**config.mk**
```make
export PLATFORM = sky130hd
export DESIGN_NAME = e1rcb_top
export DESIGN_NICKNAME = d
export VERILOG_FILES = /design/src/hdl/e1rcb_pkg.sv /design/src/hdl/e1rcb_top.sv
export VERILOG_INCLUDE_DIRS = /design/src /design/src/hdl
export SDC_FILE = /design/constraint.sdc
export NUM_CORES = 1
export LEC_CHECK = 0
export ABC_AREA = 0
export BUFFER_PORTS_ARGS = -buffer_cell sky130_fd_sc_hd__buf_4
export CORE_MARGIN = 2
export CORE_UTILIZATION = 40
export DETAILED_ROUTE_END_ITERATION = 16
export PLACE_DENSITY = 0.52
export SLEW_MARGIN = 20
export SYNTH_ARGS = -nofsm -noshare
export SYNTH_HDL_FRONTEND = slang
export SYNTH_SLANG_ARGS = --single-unit
```
**constraint.sdc**
```tcl
create_clock -name hclk -period 3.3 [get_ports hclk]
set_input_delay 0.66 -clock hclk [delete_from_list [all_inputs] [get_ports hclk]]
set_output_delay 0.66 -clock hclk [all_outputs]
set_load 0.01 [all_outputs]
```
**src/hdl/e1rcb_consts.svh**
```systemverilog
// offsets, field positions, reset values and timing counts of the receive signaling buffer
`ifndef E1RCB_CONSTS_SVH
`define E1RCB_CONSTS_SVH

// ----------------------------------------------------------------
// register indices (byte address is four times the index)
// ----------------------------------------------------------------
`define E1RCB_IDX_CONFIG     12'h0D2
`define E1RCB_IDX_ACC_STAT   12'h0D3
`define E1RCB_IDX_ACC_CTRL   12'h0D4
`define E1RCB_IDX_ACC_DATA   12'h0D5
`define E1RCB_IDX_FLAGS0     12'h0D6
`define E1RCB_IDX_FLAGS1     12'h0D7
`define E1RCB_IDX_FLAGS2     12'h0D8
`define E1RCB_IDX_FLAGS3     12'h0D9
`define E1RCB_IDX_INT_STAT   12'h0DA
`define E1RCB_IDX_INT_MASK   12'h0DB

// ----------------------------------------------------------------
// field positions
// ----------------------------------------------------------------
`define E1RCB_CFG_DEBOUNCE   0
`define E1RCB_CFG_HOLD       1
`define E1RCB_CFG_IRQ_EN     2
`define E1RCB_CFG_SIXTEEN    3
`define E1RCB_CTRL_RNW       7
`define E1RCB_STAT_BUSY      0
`define E1RCB_IND_EXTRACT    4
`define E1RCB_EV_CHANGE      0
`define E1RCB_EV_SLIP        1
`define E1RCB_EV_ACC_DONE    2

// ----------------------------------------------------------------
// reset values and timing
// ----------------------------------------------------------------
`define E1RCB_CONFIG_RST     8'h00
`define E1RCB_CTRL_RST       8'h00
`define E1RCB_MASK_RST       8'h00
`define E1RCB_ACC_CYCLES     2

`endif

```
**src/hdl/e1rcb_pkg.sv**
```systemverilog
// types shared by the receive signaling buffer
package e1rcb_pkg;

  // one timeslot-16 byte from the framer, with its frame number in the multiframe
  typedef struct packed {
    logic       valid;
    logic [3:0] frame;
    logic [7:0] octet;
  } e1rcb_ts16_s;

  // alignment and slip state from the framer and elastic store
  typedef struct packed {
    logic out_of_frame;
    logic out_of_mframe;
    logic slip;
  } e1rcb_alarm_s;

  // system-side bit position and data bit
  typedef struct packed {
    logic       strobe;
    logic [4:0] ts;
    logic [2:0] bit_pos;
    logic       data;
  } e1rcb_sys_s;

  typedef logic [3:0] e1rcb_abcd_t;

endpackage

```
**src/hdl/e1rcb_top.sv**
```systemverilog
// receive CAS signaling buffer for one E1 link, with an AHB-Lite register slave
`timescale 1ns/1ps
`include "e1rcb_consts.svh"

module e1rcb_top #(
  parameter int ACC_CYCLES = `E1RCB_ACC_CYCLES
) (
  input  wire logic                  hclk,
  input  wire logic                  hresetn,
  input  wire logic                  ce,
  input  wire logic                  hsel,
  input  wire logic [31:0]           haddr,
  input  wire logic [1:0]            htrans,
  input  wire logic                  hwrite,
  input  wire logic [2:0]            hsize,
  input  wire logic [31:0]           hwdata,
  input  wire logic                  hready,
  output logic      [31:0]           hrdata,
  output logic                       hreadyout,
  output logic                       hresp,
  input  wire e1rcb_pkg::e1rcb_ts16_s  ts16_in,
  input  wire e1rcb_pkg::e1rcb_alarm_s alarm_in,
  input  wire e1rcb_pkg::e1rcb_sys_s   sys_in,
  output logic                       rx_data_out,
  output logic                       rx_signaling_out,
  output logic                       irq_n
);

  // ----------------------------------------------------------------
  // helpers
  // ----------------------------------------------------------------
  // timeslot 1..15 -> flag bit 0..14, 17..31 -> 15..29
  function automatic logic [29:0] flag_bit(input logic [4:0] ts);
    logic [29:0] r;
    logic [4:0]  i;
    r = 30'h0;
    i = (ts < 5'd16) ? ts - 5'd1 : ts - 5'd2;
    if (ts != 5'd0 && ts != 5'd16)
      r[i] = 1'b1;
    return r;
  endfunction

  function automatic logic slot_ok(input logic [6:0] a);
    return (a[6:5] == 2'b00) && (a[3:0] != 4'h0);
  endfunction

  // ----------------------------------------------------------------
  // storage
  // ----------------------------------------------------------------
  e1rcb_pkg::e1rcb_abcd_t abcd_q [0:31];
  e1rcb_pkg::e1rcb_abcd_t last_q [0:31];
  logic                   ext_q  [0:31];
  logic [29:0]            flags_q;
  logic [7:0]             cfg_q;
  logic [7:0]             ctrl_q;
  logic [7:0]             data_q;
  logic [7:0]             ist_q;
  logic [7:0]             imask_q;
  logic                   busy_q;
  logic [7:0]             acc_cnt_q;

  // ----------------------------------------------------------------
  // bus slave
  // ----------------------------------------------------------------
  logic        wr_pend_q;
  logic        rd_pend_q;
  logic [11:0] idx_q;
  logic        ready_q;
  logic [31:0] rdata_q;
  logic        resp_q;
  logic        take_xfer;
  logic        wr_now;
  logic        rd_now;
  logic [7:0]  wbyte;
  logic [7:0]  rbyte;

  assign take_xfer = hsel && htrans[1] && hready && ready_q;
  assign wr_now    = wr_pend_q;
  assign rd_now    = rd_pend_q;
  assign wbyte     = hwdata[7:0];

  always_ff @(posedge hclk or negedge hresetn)
  begin
    if (!hresetn)
    begin
      wr_pend_q <= 1'b0;
      rd_pend_q <= 1'b0;
      idx_q     <= 12'h000;
      ready_q   <= 1'b1;
      resp_q    <= 1'b0;
    end
    else if (ce)
    begin
      wr_pend_q <= take_xfer && hwrite;
      rd_pend_q <= take_xfer && !hwrite;
      if (take_xfer)
        idx_q <= haddr[13:2];
      // reads insert one wait state so data reflects a write just before
      if (take_xfer && !hwrite)
        ready_q <= 1'b0;
      else
        ready_q <= 1'b1;
      resp_q <= 1'b0;
    end
  end

  always_comb
  begin
    rbyte = 8'h00;
    unique case (idx_q)
      `E1RCB_IDX_CONFIG:   rbyte = cfg_q;
      `E1RCB_IDX_ACC_STAT: rbyte = {7'h00, busy_q};
      `E1RCB_IDX_ACC_CTRL: rbyte = ctrl_q;
      `E1RCB_IDX_ACC_DATA: rbyte = data_q;
      `E1RCB_IDX_FLAGS0:   rbyte = flags_q[7:0];
      `E1RCB_IDX_FLAGS1:   rbyte = flags_q[15:8];
      `E1RCB_IDX_FLAGS2:   rbyte = flags_q[23:16];
      `E1RCB_IDX_FLAGS3:   rbyte = {2'b00, flags_q[29:24]};
      `E1RCB_IDX_INT_STAT: rbyte = ist_q;
      `E1RCB_IDX_INT_MASK: rbyte = imask_q;
      default:             rbyte = 8'h00;
    endcase
  end

  always_ff @(posedge hclk or negedge hresetn)
  begin
    if (!hresetn)
      rdata_q <= 32'h0000_0000;
    else if (ce && rd_now)
      rdata_q <= {24'h000000, rbyte};
  end

  // ----------------------------------------------------------------
  // configuration and mask
  // ----------------------------------------------------------------
  always_ff @(posedge hclk or negedge hresetn)
  begin
    if (!hresetn)
    begin
      cfg_q   <= `E1RCB_CONFIG_RST;
      imask_q <= `E1RCB_MASK_RST;
    end
    else if (ce && wr_now)
    begin
      if (idx_q == `E1RCB_IDX_CONFIG)
        cfg_q <= {4'h0, wbyte[3:0]};
      if (idx_q == `E1RCB_IDX_INT_MASK)
        imask_q <= {5'h00, wbyte[2:0]};
    end
  end

  // ----------------------------------------------------------------
  // indirect access engine
  // ----------------------------------------------------------------
  logic       start_acc;
  logic       acc_done;
  logic [6:0] acc_addr;
  logic       acc_rnw;

  // address field of the control register picks the target
  assign acc_addr  = ctrl_q[6:0];
  assign acc_rnw   = ctrl_q[`E1RCB_CTRL_RNW];
  assign start_acc = wr_now && (idx_q == `E1RCB_IDX_ACC_CTRL) && !busy_q;
  assign acc_done  = busy_q && (acc_cnt_q == 8'd1);

  always_ff @(posedge hclk or negedge hresetn)
  begin
    if (!hresetn)
    begin
      ctrl_q    <= `E1RCB_CTRL_RST;
      busy_q    <= 1'b0;
      acc_cnt_q <= 8'h00;
    end
    else if (ce)
    begin
      // busy held for the whole access
      if (start_acc)
      begin
        ctrl_q    <= wbyte;
        busy_q    <= 1'b1;
        acc_cnt_q <= ACC_CYCLES[7:0];
      end
      else if (busy_q)
      begin
        acc_cnt_q <= acc_cnt_q - 8'd1;
        if (acc_done)
          busy_q <= 1'b0;
      end
    end
  end

  // data register: host writes only while idle; a read access loads it at the end
  always_ff @(posedge hclk or negedge hresetn)
  begin
    if (!hresetn)
      data_q <= 8'h00;
    else if (ce)
    begin
      // only the addresses of timeslots 1 to 15 and 17 to 31 return content
      if (acc_done && acc_rnw)
        data_q <= slot_ok(acc_addr) ?
                  {3'b000, ext_q[acc_addr[4:0]], abcd_q[acc_addr[4:0]]} : 8'h00;
      else if (wr_now && idx_q == `E1RCB_IDX_ACC_DATA && !busy_q)
        data_q <= wbyte;
    end
  end

  logic host_wr_slot;
  assign host_wr_slot = acc_done && !acc_rnw && slot_ok(acc_addr);

  // ----------------------------------------------------------------
  // extraction from timeslot 16
  // ----------------------------------------------------------------
  logic        frozen;
  logic        take_byte;
  logic [4:0]  sl    [0:1];
  logic [3:0]  nib   [0:1];
  logic        upd   [0:1];
  logic        chg   [0:1];
  logic [29:0] set_flags;

  // alignment loss or slip freezes updating
  assign frozen = alarm_in.out_of_frame || alarm_in.out_of_mframe || alarm_in.slip ||
                  cfg_q[`E1RCB_CFG_HOLD];
  // frame 0 of the multiframe carries the alignment word, not signaling
  assign take_byte = ts16_in.valid && (ts16_in.frame != 4'h0) && !frozen;

  always_comb
  begin
    set_flags = 30'h0;
    sl[0]  = {1'b0, ts16_in.frame};
    sl[1]  = {1'b1, ts16_in.frame};
    nib[0] = ts16_in.octet[7:4];
    nib[1] = ts16_in.octet[3:0];
    for (int k = 0; k < 2; k++)
    begin
      // debounce needs a repeat of the previous codeword
      upd[k] = take_byte && ext_q[sl[k]] &&
               (!cfg_q[`E1RCB_CFG_DEBOUNCE] || nib[k] == last_q[sl[k]]);
      chg[k] = upd[k] && (nib[k] != abcd_q[sl[k]]);
      if (chg[k])
        set_flags = set_flags | flag_bit(sl[k]);
    end
  end

  always_ff @(posedge hclk or negedge hresetn)
  begin
    if (!hresetn)
    begin
      for (int i = 0; i < 32; i++)
      begin
        abcd_q[i] <= 4'h0;
        last_q[i] <= 4'h0;
        ext_q[i]  <= 1'b0;
      end
    end
    else if (ce)
    begin
      if (host_wr_slot)
      begin
        abcd_q[acc_addr[4:0]] <= data_q[3:0];
        ext_q[acc_addr[4:0]]  <= data_q[`E1RCB_IND_EXTRACT];
      end
      // history kept only while not frozen, so debounce restarts cleanly
      if (take_byte)
      begin
        last_q[sl[0]] <= nib[0];
        last_q[sl[1]] <= nib[1];
      end
      // extracted codes win over a simultaneous host write of the same slot
      for (int k = 0; k < 2; k++)
        if (upd[k])
          abcd_q[sl[k]] <= nib[k];
    end
  end

  // ----------------------------------------------------------------
  // change flags and interrupt status, clear on read, set wins
  // ----------------------------------------------------------------
  logic [29:0] rd_clr;
  logic [7:0]  ev;

  always_comb
  begin
    rd_clr = 30'h0;
    if (rd_now)
    begin
      unique case (idx_q)
        `E1RCB_IDX_FLAGS0: rd_clr[7:0]   = 8'hFF;
        `E1RCB_IDX_FLAGS1: rd_clr[15:8]  = 8'hFF;
        `E1RCB_IDX_FLAGS2: rd_clr[23:16] = 8'hFF;
        `E1RCB_IDX_FLAGS3: rd_clr[29:24] = 6'h3F;
        default:           rd_clr        = 30'h0;
      endcase
    end
    ev = 8'h00;
    ev[`E1RCB_EV_CHANGE]   = |set_flags;
    ev[`E1RCB_EV_SLIP]     = alarm_in.slip;
    ev[`E1RCB_EV_ACC_DONE] = acc_done;
  end

  always_ff @(posedge hclk or negedge hresetn)
  begin
    if (!hresetn)
    begin
      flags_q <= 30'h0;
      ist_q   <= 8'h00;
    end
    else if (ce)
    begin
      // change of stored code sets its flag
      flags_q <= (flags_q & ~rd_clr) | set_flags;
      if (rd_now && idx_q == `E1RCB_IDX_INT_STAT)
        ist_q <= ev;
      else
        ist_q <= ist_q | ev;
    end
  end

  // ----------------------------------------------------------------
  // system-side outputs
  // ----------------------------------------------------------------
  logic [3:0] cur_abcd;
  logic [2:0] nib_sel;

  assign cur_abcd = abcd_q[sys_in.ts];
  assign nib_sel  = 3'd7 - sys_in.bit_pos;

  always_ff @(posedge hclk or negedge hresetn)
  begin
    if (!hresetn)
    begin
      rx_data_out      <= 1'b0;
      rx_signaling_out <= 1'b0;
      irq_n            <= 1'b1;
    end
    else if (ce)
    begin
      // data and signaling share one register stage to stay aligned
      if (sys_in.strobe)
      begin
        rx_data_out <= sys_in.data;
        // stored code drives the lower nibble
        // timeslots 0 and 16 simply show their unused entries
        rx_signaling_out <= sys_in.bit_pos[2] ? cur_abcd[nib_sel[1:0]] : 1'b0;
      end
      // change flags reach the pin when enabled
      irq_n <= !((cfg_q[`E1RCB_CFG_IRQ_EN] && |flags_q) || |(ist_q & imask_q));
    end
  end

  assign hrdata    = rdata_q;
  assign hreadyout = ready_q;
  assign hresp     = resp_q;

endmodule

```
* Word-level counts from Yosys, hierarchy flattened
Cells that the tools add are included.
** Cells by class
- Add/sub/neg operators :: 4
- Order comparisons :: 12
- Equal/unequal tests :: 15
- Mux-type cells :: 74
- Bitwise logic cells :: 10
- Reduce and logical (&&, ||, !) cells :: 60
** Operators by type and width (count)
- bitwise mux 128 bit :: 5
- 2-to-1 mux 128 bit :: 5
- 2-to-1 mux 30 bit :: 6
- binary-select mux 4 bit (select 5 bit) :: 6
- == test 12 x 8 -> 1 bit, second input constant :: 10
- one-hot mux 8 bit (10 select lines) :: 1
- 2-to-1 mux 8 bit :: 8
- demux 4 bit (select 5 bit) :: 3
- 2-to-1 mux 4 bit :: 15
- OR 30 bit :: 2
- OR reduction 30 bit :: 2
- bitwise mux 32 bit :: 1
- logical AND 1 bit :: 31
- bitwise AND 30 bit :: 1
- inverter 30 bit :: 1
- greater-or-equal comparator 6 bit, second input constant :: 4
- less-than comparator 6 x 1 -> 1 bit, second input constant :: 3
- inverter 5 -> 6 bit :: 3
- AND reduction 2 bit :: 9
- binary-select mux 1 bit (select 5 bit) :: 3
- demux 1 bit (select 5 bit) :: 3
- 2-to-1 mux 1 bit :: 15
- less-than comparator 5 x 6 -> 1 bit, second input constant :: 2
- greater-or-equal comparator 5 x 1 -> 1 bit, second input constant :: 2
- other kinds (20) :: 34
** Storage, ports and cells
- Register bits :: 384
- Bits of input ports :: 101

* Logic depth before layout (Yosys ltp)
Gate-level depths: netlist (run 1).
- Word-level depth :: 14
- Depth in mapped cells :: 14

* Worst setup path after synthesis (run 1)
OpenSTA, ideal clock, no wires.
- Path kind :: input -> register
- Start point :: input port ts16_in[8] (netlist bit)
- End point :: register abcd_q[90] (netlist bit)
- Data arrival time :: 3.268 ns
- Slack :: -0.106 ns
- Cell stages on the path :: 14
- Path buffers :: 6
- Cells stage by stage :: buf_6 > buf_6 > buf_6 > buf_4 > mux4_2 > nor2_1 > mux2i_1 > o211ai_1 > o31ai_4 > buf_6 > nand3_2 > buf_2 > a32oi_1 > o211ai_1
** On the way
- Cells in the longest elaborated chain, start to end :: 11
** Ends and longest elaborated chain
- from (decl) :: RTL line e1rcb_top.sv:21 : input wire e1rcb_pkg::e1rcb_ts16_s ts16_in,
- inverter 4 -> 6 bit (implied by the code) :: RTL line e1rcb_top.sv:238, e1rcb_top.sv:239, e1rcb_top.sv:273
- binary-select mux 4 bit (select 5 bit) :: RTL line e1rcb_top.sv:239 : (!cfg_q[`E1RCB_CFG_DEBOUNCE] || nib[k] == last_q[sl[k]]);
- 2-to-1 mux 4 bit (implied by the code) (2 in a row) :: RTL line e1rcb_top.sv:239
- == test 4 bit :: RTL line e1rcb_top.sv:239
- logical OR 1 bit :: RTL line e1rcb_top.sv:239
- logical AND 1 bit :: RTL line e1rcb_top.sv:238 : upd[k] = take_byte && ext_q[sl[k]] &&
- 2-to-1 mux 128 bit :: RTL line e1rcb_top.sv:272 : if (upd[k])
- 2-to-1 mux 128 bit :: RTL line e1rcb_top.sv:257 : else if (ce)
- bitwise mux 128 bit :: RTL line e1rcb_top.sv:273 : abcd_q[sl[k]] <= nib[k];
- 2-to-1 mux 128 bit * :: RTL line e1rcb_top.sv:272
- to (signal, indexed assignment) :: RTL line e1rcb_top.sv:261 : abcd_q[acc_addr[4:0]] <= data_q[3:0];
- to (signal, indexed assignment) :: RTL line e1rcb_top.sv:273
- to (decl) :: RTL line e1rcb_top.sv:50 : e1rcb_pkg::e1rcb_abcd_t abcd_q [0:31];
Every way passes the cells marked *; elsewhere a longest branch is shown, timed or not. The select of a mux whose other input is x is not followed.
A chain may end at the register's enable or synchronous reset.

* Worst setup path in the final report (run 1)
- Start point :: input port ts16_in[8] (netlist bit)
- End point :: register abcd_q[46] (netlist bit)
The elaborated chain is that of the path after synthesis.

==> out/qor.csv, run 1 <==
stage,metric,value,unit
run_status,outcome,"complete, no violations",
cts,cts_tree,built,
detailed_routing,post-route-drc-count,0,
cts,cts_max_path_buffers,3,
synth,syn-instance-count,2031,
global_route,initial_antenna_violation_count,1,
floorplan,die_area,0.0587,sq mm
sta,hold_violations,0,
cts,htree_levels,2,
synth,postSynthRegisterBits,379,
sta,setup_violations,0,
placement,gpl.final_weighted_congestion,0.946,
synth,netlist-cell-type-count,72,
critical_path,rrSetupSlack,0.12,ns
detailed_routing,routed_via_density,6.31,
detailed_routing,wl,80200,um
cells_and_area,area.growth.synth_to_final,17.5,%
critical_path,worstReg2RegStart,last_q[65],
cts,cts.reportedPaths.clkPinSlew,0.06,ns
sta,post-route-worst-setup-slack,0.111,ns
cts,clock_latency,0.60,ns
floorplan,total_core_area,0.0563,sq mm
critical_path,reg2regPathDepth,10,
power,power.total,11300,uW
detailed_routing,drt-pass1-iter-count,6,
floorplan,initial_core_util,40.4,%
global_route,gr-total-overflow,0,
synth,synth-async-reset-ratio,100,%
cells_and_area,nNetsFinal,2266,
sta,number_of_max_slew_violations_in_the_final_report,0,
global_route,wire_length_of_the_first_global_routing_pass,121000,um
sta,post_route_fraction_of_the_period_consumed_by_the_critical_path,96.6,%
global_route,grt_usage,27.1,%
cts,cts_sinks,379,
sta,worstMarginPinSlew,0.897,ns
critical_path,crit_arrival,3.61,ns
floorplan,chipWidth,242,um
sta,fmax,314,MHz
cells_and_area,layout-drive-gt1-share,32.4,%
synth,commonest_register_cell_after_synthesis,sky130_fd_sc_hd__dfrtp_1,
critical_path,path_max_fanout,15,
detailed_routing,routedWlPerCell,27.1,um
global_route,number_of_global_route_vias_before_repair,18494,
sta,final.setup_skew,0.0274,ns
sta,post-route-min-period,3.19,ns
synth,synth-warning-count,0,
cts,post-cts-setup-buffers,0,
placement,dp_hpwl,57300,um
power,static-leakage-power,0.0111,uW
sta,relSlewSlack,40.1,%
cts,cts_inserted_buffers,45,
global_route,largest_net_degree_at_the_start_of_global_routing,131,
detailed_routing,drt_iter0_markers,2325,
run,drv_cap,0,
critical_path,classification_of_the_worst_setup_path,in2reg,
detailed_routing,routed-via-count,18648,
synth,synth_area_per_cell,11.2,sq um
placement,io_port_bufs,64,
detailed_routing,route.antenna.remaining_nets,0,
floorplan,die_h,242,um
cts,ctsRootBufferMaster,sky130_fd_sc_hd__clkbuf_16,
power,p_per_area,421,mW/mm^2
sta,timing.hold.ws,0.0237,ns
cts,cts_hold_buf,0,
critical_path,startpoint_type,input pin,
sta,setup_repair_after_global_routing_missed_its_margin,false,
placement,preCtsSetupSlack,-0.652,ns
cells_and_area,finalInstanceArea,0.0267,sq mm
power,peakVddDrop,0.000363,V
critical_path,worst_r2r_endpoint,abcd_q[83],
synth,synthesis.area,0.0227,sq mm
synth,synth-seq-area-share,41.8,%
critical_path,timing.critical_path.to_type,flip-flop,
placement,dp_area,0.0251,sq mm
hold_path,worst_hold_path_type,in2async,
critical_path,worstPathRequired,3.73,ns
floorplan,io_pins,138,
synth,number_of_enable_flip_flop_cells_after_synthesis,0,
floorplan,std_cell_rows,87,
==> layout by cell type (no fill, tap or decap), types with 8 or more instances in the layout <==
master,synthesis,layout
sky130_fd_sc_hd__dfrtp_1,377,375
sky130_fd_sc_hd__buf_4,35,241
sky130_fd_sc_hd__nand2_1,209,209
sky130_fd_sc_hd__mux2_2,182,182
sky130_fd_sc_hd__mux4_2,153,153
sky130_fd_sc_hd__nor2_1,138,136
sky130_fd_sc_hd__nand3_1,94,94
sky130_fd_sc_hd__nor3_1,59,59
sky130_fd_sc_hd__a22oi_1,55,53
sky130_fd_sc_hd__o211ai_1,53,53
sky130_fd_sc_hd__a2bb2oi_1,48,48
sky130_fd_sc_hd__clkbuf_16,0,45
sky130_fd_sc_hd__a211o_1,41,41
sky130_fd_sc_hd__mux2i_1,38,38
sky130_fd_sc_hd__a21oi_1,30,30
sky130_fd_sc_hd__and2_1,29,29
sky130_fd_sc_hd__inv_1,28,28
sky130_fd_sc_hd__o21ai_0,26,26
sky130_fd_sc_hd__conb_1,1,25
sky130_fd_sc_hd__buf_12,0,25
sky130_fd_sc_hd__a22o_1,24,24
sky130_fd_sc_hd__a32oi_1,21,21
sky130_fd_sc_hd__a221o_1,17,17
sky130_fd_sc_hd__clkbuf_8,0,16
sky130_fd_sc_hd__a32o_1,15,15
sky130_fd_sc_hd__a31oi_1,15,15
sky130_fd_sc_hd__xnor2_1,14,14
sky130_fd_sc_hd__and3_1,12,12
sky130_fd_sc_hd__nor4_1,12,11
sky130_fd_sc_hd__nor2b_1,11,10
sky130_fd_sc_hd__o22ai_1,10,10
sky130_fd_sc_hd__nand4_1,9,9
sky130_fd_sc_hd__clkinv_2,0,8
sky130_fd_sc_hd__clkbuf_1,119,8
==> state kept, by name, summed over array words and instances (netlist names) <==
name / flops
rx_signaling_out: 1
data_q: 8
ext_q: 32
last_q: 128
busy_q: 1
abcd_q: 128
rx_data_out: 1
ctrl_q: 8
acc_cnt_q: 8
cfg_q: 4
irq_n: 1
imask_q: 3
ist_q: 3
wr_now: 1
hrdata: 8
rd_now: 1
hreadyout: 1
flags_q: 30
idx_q: 12
==> report_power, final <==
group	leakage (uW)	switching [uW]	internal [uW]
logic	0.00546	706	491
registers	0.00486	103	4800
clock network	0.000766	2120	3040
==> synthesized netlist by cell type, types with 24 or more instances <==
| master | instances | area (sq um) |
|---|---|---|
| sky130_fd_sc_hd__a22o_1 | 24 | 210 |
| sky130_fd_sc_hd__buf_2 | 30 | 150 |
| sky130_fd_sc_hd__nor2_1 | 138 | 518 |
| sky130_fd_sc_hd__nand2_1 | 209 | 785 |
| sky130_fd_sc_hd__buf_4 | 35 | 263 |
| sky130_fd_sc_hd__a22oi_1 | 55 | 413 |
| sky130_fd_sc_hd__mux2i_1 | 38 | 380 |
| sky130_fd_sc_hd__mux2_2 | 182 | 2050 |
| sky130_fd_sc_hd__a21oi_1 | 30 | 150 |
| sky130_fd_sc_hd__a2bb2oi_1 | 48 | 420 |
| sky130_fd_sc_hd__dfrtp_1 | 377 | 9430 |
| sky130_fd_sc_hd__o21ai_0 | 26 | 130 |
| sky130_fd_sc_hd__mux4_2 | 153 | 3450 |
| sky130_fd_sc_hd__nor3_1 | 59 | 295 |
| sky130_fd_sc_hd__and2_1 | 29 | 181 |
| sky130_fd_sc_hd__a211o_1 | 41 | 359 |
| sky130_fd_sc_hd__clkbuf_1 | 119 | 447 |
| sky130_fd_sc_hd__inv_1 | 28 | 105 |
| sky130_fd_sc_hd__o211ai_1 | 53 | 398 |
| sky130_fd_sc_hd__nand3_1 | 94 | 470 |
==> how the worst max path moves through the flow <==
stage / from / to / slack [ns] / cells after the start
3_5_place_dp: ts16_in[8] / abcd_q[83] / -0.65 / 11
2_1_floorplan: ts16_in[8] / flags_q[11] / -0.03 / 12
5_1_grt: ts16_in[8] / abcd_q[46] / 0.009 / 14
4_1_cts: ts16_in[8] / abcd_q[80] / 0.01 / 12
6_report: ts16_in[8] / abcd_q[46] / 0.11 / 14
3_3_place_gp: ts16_in[8] / abcd_q[82] / -0.60 / 11
==> cells by family after synthesis <==
| group | synth area share [%] |
|---|---|
| flops | 41.8 |
| buf+inv | 4.87 |
| simple gates | 12.5 |
| xor+xnor | 0.655 |
| mux | 25.9 |
| other cells | 0.0165 |
| fa+ha+maj | 0.220 |
| compound gates | 14.1 |
==> final cells by class <==
class	instances	area (sq um)
antenna	2	5.00
inverter	31	119
timing repair buffer	268	2340
fill	5110	29600
clock buffer	69	1380
clock inverter	15	159
tap	756	946
sequential	379	9490
multi-input combinational	1436	12300
==> per-stage QoR <==
step	std cells	utilization (%)	setup TNS [ns]
2_1_floorplan	2055	-	-0.404
3_3_place_gp	2870	44.6	-65.10
3_5_place_dp	2870	44.6	-68.83
4_1_cts	2954	47.4	0
5_1_grt	2954	47.4	0
6_report	2956	47.4	0
==> timing repair <==
| action | 4_1_cts | 5_1_grt |
|---|---|---|
| endpoints found under the setup margin | 14 | 30 |
| resized for setup | 2 | 4 |
| pin swaps | 0 | 1 |
==> worst max-delay path, stage by stage <==
cell	delay, ns
sky130_fd_sc_hd__buf_6	0.18
sky130_fd_sc_hd__buf_12	0.16
sky130_fd_sc_hd__mux4_2	0.53
sky130_fd_sc_hd__a22oi_1	0.33
sky130_fd_sc_hd__a21oi_1	0.14
sky130_fd_sc_hd__nor4_2	0.29
sky130_fd_sc_hd__buf_4	0.18
sky130_fd_sc_hd__o2111a_1	0.23
sky130_fd_sc_hd__nor2_4	0.07
sky130_fd_sc_hd__buf_12	0.15
sky130_fd_sc_hd__buf_4	0.20
sky130_fd_sc_hd__buf_4	0.16
sky130_fd_sc_hd__o22ai_1	0.17
sky130_fd_sc_hd__o221ai_1	0.14
==> metal layers <==
metal	GRT usage, %	vias up	routed length [um]
met2	42.9	848	36900
met4	9.02	0	2850
met3	4.67	178	6500
met5	0	-	0
li1	-	7999	-
met1	38.0	9623	34000
(Power assumes the default switching activity.)
==> run 2, diff against run 1 <==
Settings changed: CTS_BUF_LIST set to sky130_fd_sc_hd__clkbuf_2.
==> run 2 against run 1 <==
Effect of this change: critical path type is now reg2reg; core utilization decreased by 0.27 points; cell count increased by 4.7%; worst setup slack got worse by 0.014 ns; fmax decreased by 0.45%; hold slack improved by 0.081 ns; critical path depth decreased by 3; global-route usage increased by 0.37 points; combinational power increased by 3%; via count increased by 3.1%; clock skew increased by 0.078 ns.
==> out/qor.csv, run 2 (same netlist as run 1, synthesis figures left out) <==
stage,metric,value,unit,change
floorplan,die_h,242,um,unchanged
cts,cts.reportedPaths.clkPinSlew,0.11,ns,+0.05 ns
cts,ctsRootBufferMaster,sky130_fd_sc_hd__clkbuf_2,,
floorplan,die_area,0.0587,sq mm,unchanged
sta,setup-tns-final,0,ns,unchanged
global_route,grt_usage,27.5,%,+0.37 points
sta,post-route-min-period,3.20,ns,+0.0144 ns
cts,clock_latency,1.14,ns,+0.54 ns
critical_path,classification_of_the_worst_setup_path,reg2reg,,
detailed_routing,route.antenna.remaining_nets,0,,unchanged
detailed_routing,drt-pass1-iter-count,7,,+1
placement,preCtsSetupSlack,-0.652,ns,unchanged
power,peakVddDrop,0.000190,V,-48%
detailed_routing,drt_iter0_markers,2227,,-4.2%
global_route,largest_net_degree_at_the_start_of_global_routing,131,,unchanged
global_route,initial_antenna_violation_count,2,,+1
sta,relSlewSlack,40.0,%,-0.098 points
floorplan,io_pins,138,,unchanged
global_route,wire_length_of_the_first_global_routing_pass,122000,um,+1.4%
placement,gpl.final_weighted_congestion,0.946,,unchanged
cells_and_area,biggestRegsByFlops,"abcd_q (128), last_q (128), ext_q (32)",,
sta,setup_violations,0,,unchanged
sta,post_route_fraction_of_the_period_consumed_by_the_critical_path,97.1,%,+0.44 points
floorplan,initial_core_util,40.4,%,unchanged
floorplan,std_cell_rows,87,,unchanged
placement,io_port_bufs,64,,unchanged
detailed_routing,routed_via_density,6.21,,-1.5%
cells_and_area,final_cell_mix,"375 x sky130_fd_sc_hd__dfrtp_1, 243 x sky130_fd_sc_hd__buf_4, 209 x sky130_fd_sc_hd__nand2_1",,
critical_path,startpoint_type,flip-flop,,
sta,number_of_max_slew_violations_in_the_final_report,0,,unchanged
cts,cts_inserted_buffers,104,,+130%
cts,cts_max_path_buffers,3,,unchanged
critical_path,cp_cell_sequence,mux4_2 > a22oi_2 > a21oi_1 > or4_4 > o31ai_4 > buf_4 > buf_12 > nor2b_2 > buf_4 > mux2i_1 > a211o_1,,
critical_path,critical-path-max-stage-delay,0.52,ns,about the same
cts,htree_levels,3,,+1
power,static-leakage-power,0.0112,uW,+1.3%
run_status,outcome,"complete, no violations",,
cells_and_area,layout-drive-gt1-share,34.6,%,+2.2 points
cts,cts_tree,built,,
critical_path,crit_arrival,4.20,ns,+0.59 ns
run,drv_cap,0,,unchanged
hold_path,worst_hold_path_type,in2async,,
critical_path,slowest_stage,sky130_fd_sc_hd__or4_4,,
power,p_per_area,364,mW/mm^2,-14%
cells_and_area,nNetsFinal,2365,,+4.4%
floorplan,total_core_area,0.0563,sq mm,unchanged
critical_path,worst_path_most_repeated_cell,sky130_fd_sc_hd__buf_4,,
cells_and_area,area.growth.synth_to_final,16.9,%,
cells_and_area,final_common_cell,sky130_fd_sc_hd__dfrtp_1,,
global_route,gr-total-overflow,0,,unchanged
global_route,number_of_global_route_vias_before_repair,19184,,+3.7%
power,power.total,9660,uW,-14%
placement,dp_hpwl,57300,um,unchanged
sta,fmax,312,MHz,-0.45%
detailed_routing,post-route-drc-count,0,,unchanged
critical_path,timing.critical_path.to_type,flip-flop,,
detailed_routing,routed-via-count,19225,,+3.1%
cts,cts_sinks,379,,unchanged
detailed_routing,wl,81300,um,+1.4%
sta,setup_repair_after_global_routing_missed_its_margin,false,,
critical_path,worstPathRequired,4.29,ns,+0.56 ns
sta,worstMarginPinSlew,0.898,ns,+0.00146 ns
sta,post-route-worst-setup-slack,0.0966,ns,-0.0144 ns
floorplan,chipWidth,242,um,unchanged
sta,final.setup_skew,0.105,ns,+0.0777 ns
detailed_routing,routedWlPerCell,26.3,um,-3.2%
sta,hold_violations,0,,unchanged
critical_path,path_max_fanout,8,,-7
-- run 2: final timing paths --
kind	startpoint	end	slack (ns)	cells past startpoint
max in group asynchronous	hresetn	abcd_q[88]	2.25	3
worst max-delay path	last_q[64]	abcd_q[80]	0.1	11
worst max register to register	last_q[64]	abcd_q[80]	0.1	11
min in group hclk	ts16_in[7]	last_q[83]	0.17	3
worst min register to register	last_q[126]	last_q[126]	0.38	0
worst min-delay path	hresetn	abcd_q[112]	0.10	2
-- run 2: per-layer routing --
metal	part of all wire [%]	track usage (%)	vias to the layer above
li1	-	-	8246
met1	42	37.8	9806
met2	46	42.9	976
met3	9.2	6.13	197
met4	3.5	9.77	0
met5	0	0	-
-- run 2: cell type report --
type                            instances  area [sq um]
Timing Repair Buffer                  308          2750
Fill cell                            5244         29700
Clock inverter                         31           199
Tap cell                              756           946
Multi-Input combinational cell       1436         12300
Antenna cell                            2          5.00
Inverter                               31           119
Sequential cell                       379          9490
Clock buffer                          152           761
-- run 2: timing repair --
item,in CTS,in global routing
pin swaps,0,3
endpoints found under the setup margin,9,38
buffers inserted,0,3
hold buffers,36,0
gates resized for setup,2,8
cloned,0,1
endpoints found under the hold margin,446,0
-- run 2: power by group --
| part | switching, uW | internal [uW] |
|---|---|---|
| clock | 2120 | 1410 |
| combinational | 718 | 520 |
| sequential | 105 | 4790 |
| total | 2950 | 6720 |
-- run 2: worst max-delay path, delay by kind of cell, from the launching register on --
family | cells | cell delay [ns]
AOI/OAI and AO/OA | 4 | 0.93
and+or+nand+nor | 2 | 0.71
buffers and inverters | 3 | 0.48
DFF | 1 | 0.38
muxes | 2 | 0.58
-- run 2: through the flow --
stage	utilization (%)	hold slack [ns]	std cells	area, sq um
after CTS	47.0	0.0176	3089	26500
after global placement	44.6	0.360	2870	25100
after global routing	47.2	0.0925	3094	26500
final	47.2	0.104	3095	26500
after floorplan	-	0.364	2055	22900
after detailed placement	44.6	0.363	2870	25100
